--- config.mk ---
export PLATFORM = sky130hd
export DESIGN_NAME = buck_output_dvs_control
export DESIGN_NICKNAME = d
export VERILOG_FILES = /design/src/rtl/buck_dvs_pkg.sv /design/src/rtl/buck_output_dvs_control.sv
export SDC_FILE = /design/constraint.sdc
export NUM_CORES = 2
export LEC_CHECK = 0
export BUFFER_PORTS_ARGS = -buffer_cell sky130_fd_sc_hd__buf_2
export CAP_MARGIN = 10
export CORE_UTILIZATION = 35
export CTS_CLUSTER_SIZE = 16
export DETAILED_ROUTE_END_ITERATION = 8
export GPL_TIMING_DRIVEN = 0
export PLACE_DENSITY_LB_ADDON = 0.12
export SLEW_MARGIN = 20
export SYNTH_ARGS = -nofsm -noshare
export SYNTH_HDL_FRONTEND = slang
export SYNTH_SLANG_ARGS = --single-unit
--- constraint.sdc ---
create_clock -name sys_clk -period 16.5 [get_ports sys_clk]
set_input_delay 1.65 -clock sys_clk [delete_from_list [all_inputs] [get_ports sys_clk]]
set_output_delay 1.65 -clock sys_clk [all_outputs]
set_load 0.03 [all_outputs]
--- src/rtl/buck_dvs_pkg.sv ---
// Purpose: constants and types shared by the buck converter control block
// Assumes: 250 MHz sys_clk, byte-wide register port
// Notes: soft-start tables are in microseconds, slew steps in nanoseconds
package buck_dvs_pkg;
    // ------------------------------------------------------------
    // register map
    // ------------------------------------------------------------
    localparam logic [7:0] GLOBAL_CONTROL_ADDR = 8'h00;
    localparam logic [7:0] RANGE_TWO_ADDR = 8'h72;
    localparam logic [7:0] RANGE_ONE_ADDR = 8'h74;
    localparam logic [7:0] RANGE_THREE_ADDR = 8'h89;
    localparam logic [7:0] CONV_CTRL_BASE = 8'h10;
    localparam logic [7:0] PRIMARY_BASE = 8'h20;
    localparam logic [7:0] SECONDARY_BASE = 8'h28;
    localparam logic [7:0] SLEW_ADDR = 8'h30;
    localparam logic [7:0] STATUS_ADDR = 8'h38;
    localparam int SCALING_BIT = 1;
    localparam int RANGE_BIT = 0;
    localparam int OFF_BIT = 0;
    localparam int DIS_BIT = 1;
    localparam int RAMP_LSB = 2;
    localparam logic [7:0] GLOBAL_CONTROL_RST = 8'h00;
    localparam logic [7:0] RANGE_RST = 8'h01;
    localparam logic [7:0] CTRL_RST = 8'h00;
    localparam logic [7:0] PRIMARY_RST = 8'h50;
    localparam logic [7:0] SECONDARY_RST = 8'h40;
    localparam logic [1:0] SLEW_RST = 2'h0;
    // ------------------------------------------------------------
    // timing and voltage constants
    // ------------------------------------------------------------
    localparam int NCONV = 4;
    localparam int LAST_CONV = 3;
    localparam int SS_US_MAIN [8] = '{150, 200, 250, 300, 350, 395, 440, 485};
    localparam int SS_US_LAST [8] = '{25, 51, 76, 102, 127, 153, 178, 204};
    localparam int LOW_SS_NUM = 3;
    localparam int LOW_SS_DEN = 4;
    localparam int CLK_PERIOD_NS = 4;
    localparam int SLEW_STEP_NS [4] = '{1000, 500, 250, 125};
    localparam logic [21:0] LOW_BASE_UV = 22'h0927C0;
    localparam logic [21:0] LOW_STEP_UV = 22'h00249F;
    localparam logic [21:0] HIGH_BASE_UV = 22'h0C3500;
    localparam logic [21:0] HIGH_STEP_UV = 22'h0030D4;
    // ------------------------------------------------------------
    // types
    // ------------------------------------------------------------
    typedef struct packed {
        logic enabled;
        logic discharge;
        logic soft_start;
        logic range_high;
        logic [7:0] code;
        logic [21:0] vout_uv;
    } conv_out_t;
    typedef struct packed {
        logic [7:0] addr;
        logic [7:0] wdata;
        logic wr;
        logic rd;
    } reg_req_t;
    typedef enum logic [1:0] {
        SEQ_START = 2'b00,
        SEQ_WAIT = 2'b01,
        SEQ_ACTIVE = 2'b10
    } seq_state_t;
endpackage : buck_dvs_pkg

--- src/rtl/buck_output_dvs_control.sv ---
// Purpose: enable sequencing, soft-start, range and setpoint control of four bucks
// Assumes: register port is the byte side of the serial register interface
// Notes: analog loop is outside; this block drives codes and control levels
`timescale 1ns/1ps
module buck_output_dvs_control #(
    parameter int CYC_PER_US = 250
) (
    // clock and reset
    input wire logic sys_clk,
    input wire logic rst,
    // register port
    input buck_dvs_pkg::reg_req_t reg_req,
    output logic [7:0] rd_data,
    // pins and analog status
    input wire logic external_enable_pin,
    input wire logic vin_window_fault,
    input wire logic [3:0] fault_restart,
    input wire logic [3:0] power_good_flag,
    input wire logic [3:0] overvoltage_flag,
    input wire logic [3:0] current_limit_flag,
    // converter control
    output buck_dvs_pkg::conv_out_t [3:0] conv_out,
    output logic [3:0] pg_masked,
    output logic [3:0] ov_masked,
    output logic [3:0] current_limit_flag_masked,
    output logic scaling_active,
    output logic main_reset_out_n
);
    // ------------------------------------------------------------
    // register file
    // ------------------------------------------------------------
    logic [7:0] gctl_r;
    logic [2:0] range_r;
    logic [7:0] ctrl_r [4];
    logic [7:0] prim_r [4];
    logic [7:0] sec_r [4];
    logic [1:0] slew_r;
    logic [3:0] en_r;
    logic [3:0] en_prev_r;
    logic [3:0] ss_busy;
    logic [3:0] ss_start;
    logic [3:0] range_high;
    logic [7:0] code_r [4];
    logic [7:0] target [4];
    logic [23:0] ss_cnt_r [4];
    logic scaling_r;
    logic transition;
    logic wr_sel;
    buck_dvs_pkg::seq_state_t seq_r;
    logic [1:0] seq_idx_r;

    assign wr_sel = reg_req.wr;
    // fourth converter has no range bit
    assign range_high = {1'b1, range_r};

    always_ff @(posedge sys_clk)
    begin
        if (rst)
        begin
            gctl_r <= buck_dvs_pkg::GLOBAL_CONTROL_RST;
            range_r <= {3{buck_dvs_pkg::RANGE_RST[buck_dvs_pkg::RANGE_BIT]}};
            slew_r <= buck_dvs_pkg::SLEW_RST;
        end
        else if (wr_sel)
        begin
            // range writes to a live converter are dropped
            case (reg_req.addr)
                buck_dvs_pkg::GLOBAL_CONTROL_ADDR: gctl_r <= reg_req.wdata;
                buck_dvs_pkg::RANGE_ONE_ADDR: if (!en_r[0]) range_r[0] <= reg_req.wdata[0];
                buck_dvs_pkg::RANGE_TWO_ADDR: if (!en_r[1]) range_r[1] <= reg_req.wdata[0];
                buck_dvs_pkg::RANGE_THREE_ADDR: if (!en_r[2]) range_r[2] <= reg_req.wdata[0];
                buck_dvs_pkg::SLEW_ADDR: slew_r <= reg_req.wdata[1:0];
                default: ;
            endcase
        end
    end

    always_ff @(posedge sys_clk)
    begin
        if (rst)
            rd_data <= 8'h00;
        else if (reg_req.rd)
        begin
            // unmapped addresses read zero
            rd_data <= 8'h00;
            case (reg_req.addr)
                buck_dvs_pkg::GLOBAL_CONTROL_ADDR: rd_data <= gctl_r;
                buck_dvs_pkg::RANGE_ONE_ADDR: rd_data <= {7'h00, range_r[0]};
                buck_dvs_pkg::RANGE_TWO_ADDR: rd_data <= {7'h00, range_r[1]};
                buck_dvs_pkg::RANGE_THREE_ADDR: rd_data <= {7'h00, range_r[2]};
                buck_dvs_pkg::SLEW_ADDR: rd_data <= {6'h00, slew_r};
                buck_dvs_pkg::STATUS_ADDR: rd_data <= {ss_busy, en_r};
                default:
                begin
                    for (int k = 0; k < buck_dvs_pkg::NCONV; k++)
                    begin
                        if (reg_req.addr == buck_dvs_pkg::CONV_CTRL_BASE + 8'(k))
                            rd_data <= ctrl_r[k];
                        if (reg_req.addr == buck_dvs_pkg::PRIMARY_BASE + 8'(k))
                            rd_data <= prim_r[k];
                        if (reg_req.addr == buck_dvs_pkg::SECONDARY_BASE + 8'(k))
                            rd_data <= sec_r[k];
                    end
                end
            endcase
        end
    end

    // ------------------------------------------------------------
    // power-up sequencer
    // ------------------------------------------------------------
    always_ff @(posedge sys_clk)
    begin
        if (rst)
        begin
            seq_r <= buck_dvs_pkg::SEQ_START;
            seq_idx_r <= 2'h0;
        end
        else
        begin
            case (seq_r)
                buck_dvs_pkg::SEQ_START: seq_r <= buck_dvs_pkg::SEQ_WAIT;
                buck_dvs_pkg::SEQ_WAIT:
                    // next rail only after this one finished its ramp
                    if (en_prev_r[seq_idx_r] && !ss_busy[seq_idx_r])
                    begin
                        if (seq_idx_r == 2'(buck_dvs_pkg::LAST_CONV))
                            seq_r <= buck_dvs_pkg::SEQ_ACTIVE;
                        else
                        begin
                            seq_idx_r <= seq_idx_r + 2'h1;
                            seq_r <= buck_dvs_pkg::SEQ_START;
                        end
                    end
                buck_dvs_pkg::SEQ_ACTIVE: seq_r <= buck_dvs_pkg::SEQ_ACTIVE;
                default: seq_r <= buck_dvs_pkg::SEQ_START;
            endcase
        end
    end

    // ------------------------------------------------------------
    // scaling entry and shared slew tick
    // ------------------------------------------------------------
    logic [15:0] slew_cnt_r;
    logic slew_tick;
    logic [15:0] slew_period;
    assign slew_period = 16'(buck_dvs_pkg::SLEW_STEP_NS[slew_r] / buck_dvs_pkg::CLK_PERIOD_NS);
    assign slew_tick = (slew_cnt_r >= slew_period - 16'h1);

    always_ff @(posedge sys_clk)
    begin
        if (rst)
            scaling_r <= 1'b0;
        else
            scaling_r <= gctl_r[buck_dvs_pkg::SCALING_BIT] & external_enable_pin;
    end

    always_ff @(posedge sys_clk)
    begin
        if (rst || slew_tick)
            slew_cnt_r <= 16'h0;
        else
            slew_cnt_r <= slew_cnt_r + 16'h1;
    end

    // ------------------------------------------------------------
    // per-converter control
    // ------------------------------------------------------------
    function automatic logic [23:0] ss_cycles(input int conv, input logic [2:0] code,
                                              input logic low);
        int us;
        int c;
        us = (conv == buck_dvs_pkg::LAST_CONV) ? buck_dvs_pkg::SS_US_LAST[code]
                                               : buck_dvs_pkg::SS_US_MAIN[code];
        c = us * CYC_PER_US;
        if (low)
            c = (c * buck_dvs_pkg::LOW_SS_NUM) / buck_dvs_pkg::LOW_SS_DEN;
        return 24'(c);
    endfunction : ss_cycles

    for (genvar i = 0; i < buck_dvs_pkg::NCONV; i++)
    begin : g_conv
        logic [7:0] ramp_gap;
        logic [21:0] vout_uv;
        assign ss_busy[i] = (ss_cnt_r[i] != 24'h0);
        assign ss_start[i] = en_r[i] & (~en_prev_r[i] | fault_restart[i]);
        assign target[i] = scaling_r ? sec_r[i] : prim_r[i];
        assign vout_uv = range_high[i]
            ? buck_dvs_pkg::HIGH_BASE_UV + 22'(code_r[i]) * buck_dvs_pkg::HIGH_STEP_UV
            : buck_dvs_pkg::LOW_BASE_UV + 22'(code_r[i]) * buck_dvs_pkg::LOW_STEP_UV;
        assign ramp_gap = code_r[i] - target[i];

        always_ff @(posedge sys_clk)
        begin
            if (rst)
            begin
                ctrl_r[i] <= buck_dvs_pkg::CTRL_RST;
                prim_r[i] <= buck_dvs_pkg::PRIMARY_RST;
                sec_r[i] <= buck_dvs_pkg::SECONDARY_RST;
            end
            else if (wr_sel)
            begin
                if (reg_req.addr == buck_dvs_pkg::CONV_CTRL_BASE + 8'(i))
                    ctrl_r[i] <= reg_req.wdata;
                if (reg_req.addr == buck_dvs_pkg::PRIMARY_BASE + 8'(i))
                    prim_r[i] <= reg_req.wdata;
                if (reg_req.addr == buck_dvs_pkg::SECONDARY_BASE + 8'(i))
                    sec_r[i] <= reg_req.wdata;
            end
        end

        always_ff @(posedge sys_clk)
        begin
            if (rst)
            begin
                en_r[i] <= 1'b0;
                en_prev_r[i] <= 1'b0;
            end
            else
            begin
                en_prev_r[i] <= en_r[i];
                if (seq_r == buck_dvs_pkg::SEQ_ACTIVE)
                    en_r[i] <= ~ctrl_r[i][buck_dvs_pkg::OFF_BIT];
                else if (seq_r == buck_dvs_pkg::SEQ_START && seq_idx_r == 2'(i))
                    en_r[i] <= 1'b1;
            end
        end

        always_ff @(posedge sys_clk)
        begin
            if (rst || !en_r[i])
                ss_cnt_r[i] <= 24'h0;
            else if (ss_start[i])
                ss_cnt_r[i] <= ss_cycles(i, ctrl_r[i][buck_dvs_pkg::RAMP_LSB +: 3],
                                         ~range_high[i]);
            else if (ss_busy[i])
                ss_cnt_r[i] <= ss_cnt_r[i] - 24'h1;
        end

        // soft-start owns the ramp; slew applies only to setpoint moves
        always_ff @(posedge sys_clk)
        begin
            if (rst)
                code_r[i] <= buck_dvs_pkg::PRIMARY_RST;
            else if (!en_r[i] || ss_start[i] || ss_busy[i])
                code_r[i] <= target[i];
            else if (slew_tick && ramp_gap != 8'h00)
                code_r[i] <= (code_r[i] > target[i]) ? code_r[i] - 8'h01
                                                     : code_r[i] + 8'h01;
        end

        always_ff @(posedge sys_clk)
        begin
            if (rst)
                conv_out[i] <= '0;
            else
            begin
                conv_out[i].enabled <= en_r[i];
                conv_out[i].discharge <= ~en_r[i] & ctrl_r[i][buck_dvs_pkg::DIS_BIT];
                conv_out[i].soft_start <= ss_busy[i];
                conv_out[i].range_high <= range_high[i];
                conv_out[i].code <= code_r[i];
                conv_out[i].vout_uv <= vout_uv;
            end
        end
    end

    // ------------------------------------------------------------
    // flag suppression and main reset
    // ------------------------------------------------------------
    logic [3:0] moving;
    logic [3:0] pg_eff;
    for (genvar j = 0; j < buck_dvs_pkg::NCONV; j++)
    begin : g_move
        assign moving[j] = en_r[j] & ~ss_busy[j] & (code_r[j] != target[j]);
    end
    assign transition = |moving;
    assign pg_eff = power_good_flag | {4{transition}};

    always_ff @(posedge sys_clk)
    begin
        if (rst)
        begin
            pg_masked <= 4'h0;
            ov_masked <= 4'h0;
            current_limit_flag_masked <= 4'h0;
            main_reset_out_n <= 1'b0;
            scaling_active <= 1'b0;
        end
        else
        begin
            pg_masked <= pg_eff;
            ov_masked <= overvoltage_flag & ~{4{transition}};
            current_limit_flag_masked <= current_limit_flag & ~{4{transition}};
            // no release delay modelled here, only the immediate assert
            main_reset_out_n <= ~(vin_window_fault | |(en_r & ~pg_eff));
            scaling_active <= scaling_r;
        end
    end
endmodule : buck_output_dvs_control

======== After elaboration in Yosys (flattened, before gate mapping) ========
Memory sizes are Yosys's and may differ from the RTL's.
Cells that the tools add are included.
cells by class
  $add $sub $neg .......................... 30
  multiply operators ...................... 14
  $lt $le $gt $ge ......................... 11
  equality and inequality tests ........... 27
  mux-type cells .......................... 204
  bitwise gates (word level) .............. 83
  reductions and logical operators ........ 51
operator list
  operator                count
  $mux 24                 19
  $mux 32                 10
  $mux 8                  40
  $add 20x22->22 const A  7
  $mux 1                  124
  $mul 32x8->31 const B   3
  $reduce_bool 24->1      4
  $sub 24x1->24 const B   4
  $mul 31x3->31 const B   3
  $eq 8x6->1 const B      10
  $mul 8x12->20 const B   4
  $add 24x1->24           3
  $mul 8x14->22 const B   3
  $mux 22                 3
  $bmux 32 s2             1
  $pmux 8 s6              1
  $or 1x1->1              33
  $add 8x1->8 const B     4
  $eq 8x5->1 const B      4
  $gt 8x8->1              4
  $mul 32x8->23 const B   1
  $ne 8x8->1              4
  $reduce_bool 8->1       4
  $sub 8x1->8 const B     4
  other kinds (35)        123
word-level totals
  register bits after elaboration ......... 196
  RAM bits ................................ 224
  bits in read-only memories .............. 1024
  memories kept ........................... 9
memories
  name              words  width  read ports  clocked after Yosys merged registers in  wr ports  line                            source
  (name not given)  8      32     1           0                                        0         buck_output_dvs_control.sv:173  us = (conv == buck_dvs_pkg::LAST_CONV) ? buck_dvs_pkg::SS_US_LAST[code]
  (name not given)  8      32     1           0                                        0         buck_output_dvs_control.sv:174  : buck_dvs_pkg::SS_US_MAIN[code];
  (name not given)  8      32     1           0                                        0         buck_output_dvs_control.sv:174
  (name not given)  8      32     1           0                                        0         buck_output_dvs_control.sv:174
  ss_cnt_r          4      24     4           0                                        4         buck_output_dvs_control.sv:45   logic [23:0] ss_cnt_r [4];
  code_r            4      8      4           0                                        4         buck_output_dvs_control.sv:43   logic [7:0] code_r [4];
  +3 memories       --     --     --          --                                       --        --

======== Depth between registers and ports, before layout ========
  word-level depth ........................ 15
  depth in mapped cells ................... 30
  mapped depth without buffers ............ 29

======== Worst setup path after synthesis ========
Ideal clock, no wire load.
  path kind ............................... reg2reg
  start ................................... mem ctrl_r[2][3]
  end ..................................... mem ss_cnt_r[2][18] (data pin)
  arrival time ............................ 6.662 ns
  data required time ...................... 16.235 ns
  path slack .............................. 9.573 ns
  cell stages (with the launch flop) ...... 27
  cells stage by stage .................... edfxtp_1 -> buf_1 -> inv_1 -> ha_1 -> xnor2_1 -> fa_1 -> fa_1 -> fa_1 -> xor2_1 -> ha_1 -> a21oi_1 -> o21ai_0 -> ha_1 -> nor3_1 -> o21ai_0 -> a31o_2 -> a211oi_1 -> xnor2_1 -> ha_1 -> ha_1 -> a21oi_1 -> nand2_1 -> a211oi_1 -> nor2_1 -> a2111oi_0 -> nor4_1 -> or3_1
RTL lines
  item             line                           source
  start, declared  buck_output_dvs_control.sv:34  logic [7:0] ctrl_r [4];
  end, declared    buck_output_dvs_control.sv:45

==> results.md <==
* Max Root-Sink Buffers at 3
* Yosys warnings at 0
* Drt drc at 0
* Die Y at 343 um
* Fin. max-slew vios at 0
* PwrDens at 158 nW/um^2
* 1st-iter DRT viols at 1,881
* Logic pwr share at 0.640
* Area of the multi-input gates at 27,900 sq um
* Fin crit share at 0.518
* Gr ovfl total at 0
* Max FO, Critical Path at 9
* Final Worst Setup Slack at 7.95 ns
* Pin count of the biggest net entering global routing at 26
* Area contributors post-synth: ha_1 22%, edfxtp_1 17%, dfxtp_1 9.5%, fa_1 8.6%, xnor2_1 5.2%
* Pre-CTS setup slack at 7.96 ns
* Synth Instances at 4,397
* Top-level I/O count at 196
* Sum of negative setup slack at 0 ns
* Global-route wire length before repair at 191 mm
* Resized cells post-CTS at 0
* Post-synth EDFFs at 224
* CP Data Arrival Time at 8.95 ns
* Post-CTS Setup Bufs at 0
* Routed WL at 126 mm
* Final Util at 0.398
* Reg power frac at 0.174
* FMAX at 117 MHz
* DP HPWL at 99.3 mm
* P_int at 3.91 mW
* Syn Area/Cell at 9.25 sq um
* # setup viols final at 0
* Root Buffer: clkbuf_16
* Initial antenna violation count at 15
* Via count at 32,279
* Gpl congestion at 0.909
* Count leader, synth: ha_1
* Die area at 118,000 sq um
* Clock network fraction of total power at 0.185
* Initial core utilization at 0.354
* Net Sw Frac at 0.460
* Max-cap violations at 0
* Final-stage net count at 5,585
* Status: complete, no violations
* Slew @ Worst Pin at 1.15 ns
* Main synth FF type: edfxtp_1
* Via/cell ratio at 5.19
* # clock sinks at 416
* Post-route minimum period at 8.55 ns
* Drt first pass iters at 8
* Part of the Yosys area used for sequential elements at 0.260
* CTS tree: yes
* Total area of sequential cells at 10,600 sq um
* CTS Buf Count at 57
* CTS H-tree lvls at 2
* Critical path type: reg2reg
* Hold Path Class: reg2reg
* Avg WL per Cell at 20.2 um
* Leakage power at 21.9 nW
* Commonest cells post-synth: 714 x ha_1, 471 x inv_1, 384 x nor2_1
* Slew margin rel. at 0.232
* Die X at 343 um
* Worst Clk Skew at 0.0334 ns
* CP Capture Type: flop
* Worst setup SP type: flop
* Core area at 115,000 sq um
* Ys async rst share at 0
* Layout filler cell count at 11,671
* Synth top area share at 0.220
* Yosys reg bits at 416
* Fraction of layout cells with a size suffix above 1 at 0.0782
* Fin. Hold Viols at 0
* I/O Buffers at 189
* Fin cells at 6,224
* Site Rows at 124
* P&R area growth vs syn at 12.3%
* NetSw at 3.33 mW
* Distinct cells, synth at 81
* CTS clock-pin slew for the worst setup and hold paths at 0.06 ns
* Area leader, netlist: ha_1
* Req. time, crit path at 16.91 ns
* Worst vdd ir at 0.249 mV
* Skew-Pair Late Insertion Delay at 0.68 ns
* Mapped cell area at 40,700 sq um
* Post-Place Cells at 6,112
* Vias in the first global route at 31,949
* GRT Resource Usage Total at 0.211
* RSZ-0062 raised after global routing: no
* CTS Hold Buffers Added at 0
* Antenna-violating nets left at 0
routing by layer:
layer  share of wire  vias to the layer above  global-route usage
li1                -                    16085                   -
met1            0.46                    15377               0.283
met2            0.47                      650               0.355
met3           0.051                      151              0.0347
met4           0.023                       16              0.0500
met5         0.00082                        -                   0
per-stage QoR:
| stage | total power, mW | instance area, sq um | hold WS [ns] |
|---|---|---|---|
| 3_5_place_dp | 5.87 | 43600 | 0.451 |
| 3_3_place_gp | 5.90 | 43500 | 0.445 |
| 2_1_floorplan | 4.87 | 40700 | 0.433 |
| 4_1_cts | 7.28 | 45700 | 0.460 |
| 5_1_grt | 7.92 | 45700 | 0.474 |
| 6_report | 7.24 | 45700 | 0.459 |
power groups by stage:
| stage | clock network (mW) | logic, mW | registers [mW] |
|---|---|---|---|
| final | 1.34 | 4.63 | 1.26 |
| after global routing | 1.42 | 5.24 | 1.27 |
| after CTS | 1.38 | 4.64 | 1.26 |
| after detailed placement | 0 | 4.59 | 1.28 |
| after global placement | 0 | 4.62 | 1.28 |
| after floorplan | 0 | 3.47 | 1.40 |
worst paths after layout:
check	start	to	slack, ns	cells after the start
worst min-delay path	gctl_r[6]	gctl_r[6]	0.46	2
worst max register to register	ctrl_r[0][2]	ss_cnt_r[0][18]	7.95	25
worst min register to register	gctl_r[6]	gctl_r[6]	0.46	2
worst max-delay path	ctrl_r[0][2]	ss_cnt_r[0][18]	7.95	25
worst max-delay path: stages, from the launching register on:
cell and delay [ns]:
edfxtp_1 0.53, clkbuf_1 0.60, inv_1 0.36, ha_1 0.45, xnor2_1 0.42, fa_1 0.51
fa_1 0.48, fa_1 0.50, xor2_1 0.17, ha_1 0.17, a21oi_1 0.10, o21ai_0 0.10
ha_1 0.21, a2111oi_0 0.80, nor2_1 0.11, a21oi_1 0.26, o21bai_1 0.10, xor2_1 0.31
ha_1 0.30, ha_1 0.34, and2_1 0.22, a21oi_1 0.16, o21ai_0 0.15, a2111oi_0 0.60
o22ai_1 0.17, a21o_1 0.18
kinds of logic after synthesis:
group	count (synthesis)	share of synthesized area
simple gates	1205	0.144
xor+xnor	354	0.0766
buf+inv	597	0.0555
mux	74	0.0184
compound gates	862	0.140
fa+ha+maj	888	0.305
flops	416	0.260
other cells	1	0.0000922
cell type report:
| class | count | area share |
|---|---|---|
| clock inverters | 33 | 0.00805 |
| inverters | 473 | 0.0389 |
| diodes | 4 | 0.000219 |
| well taps | 1512 | 0.0414 |
| flip-flops and latches | 416 | 0.231 |
| multi-input cells | 3393 | 0.611 |
| repair buffers | 194 | 0.0218 |
| clock buffers | 75 | 0.0365 |
| plain buffers | 124 | 0.0107 |
placed cells by master (no fill, tap or decap), drive strengths merged, types with 141 or more instances in the layout:
cell	instances
a21oi	222
fa	174
dfxtp	192
nand2	248
nor2	384
buf	214
xnor2	240
clkbuf	179
ha	714
o21ai	141
edfxtp	224
inv	481
flip-flops by register name (all words and copies together), names as in the netlist, 2 cells and up:
register,cells
conv_out,132
ss_cnt_r,96
code_r,32
ctrl_r,32
prim_r,32
sec_r,32
slew_cnt_r,16
gctl_r,8
rd_data,8
current_limit_flag_masked,4
en_r,4
ov_masked,4
pg_masked,4
range_r,3
seq_idx_r,2
seq_r,2
slew_r,2
(Power assumes the default switching activity.)
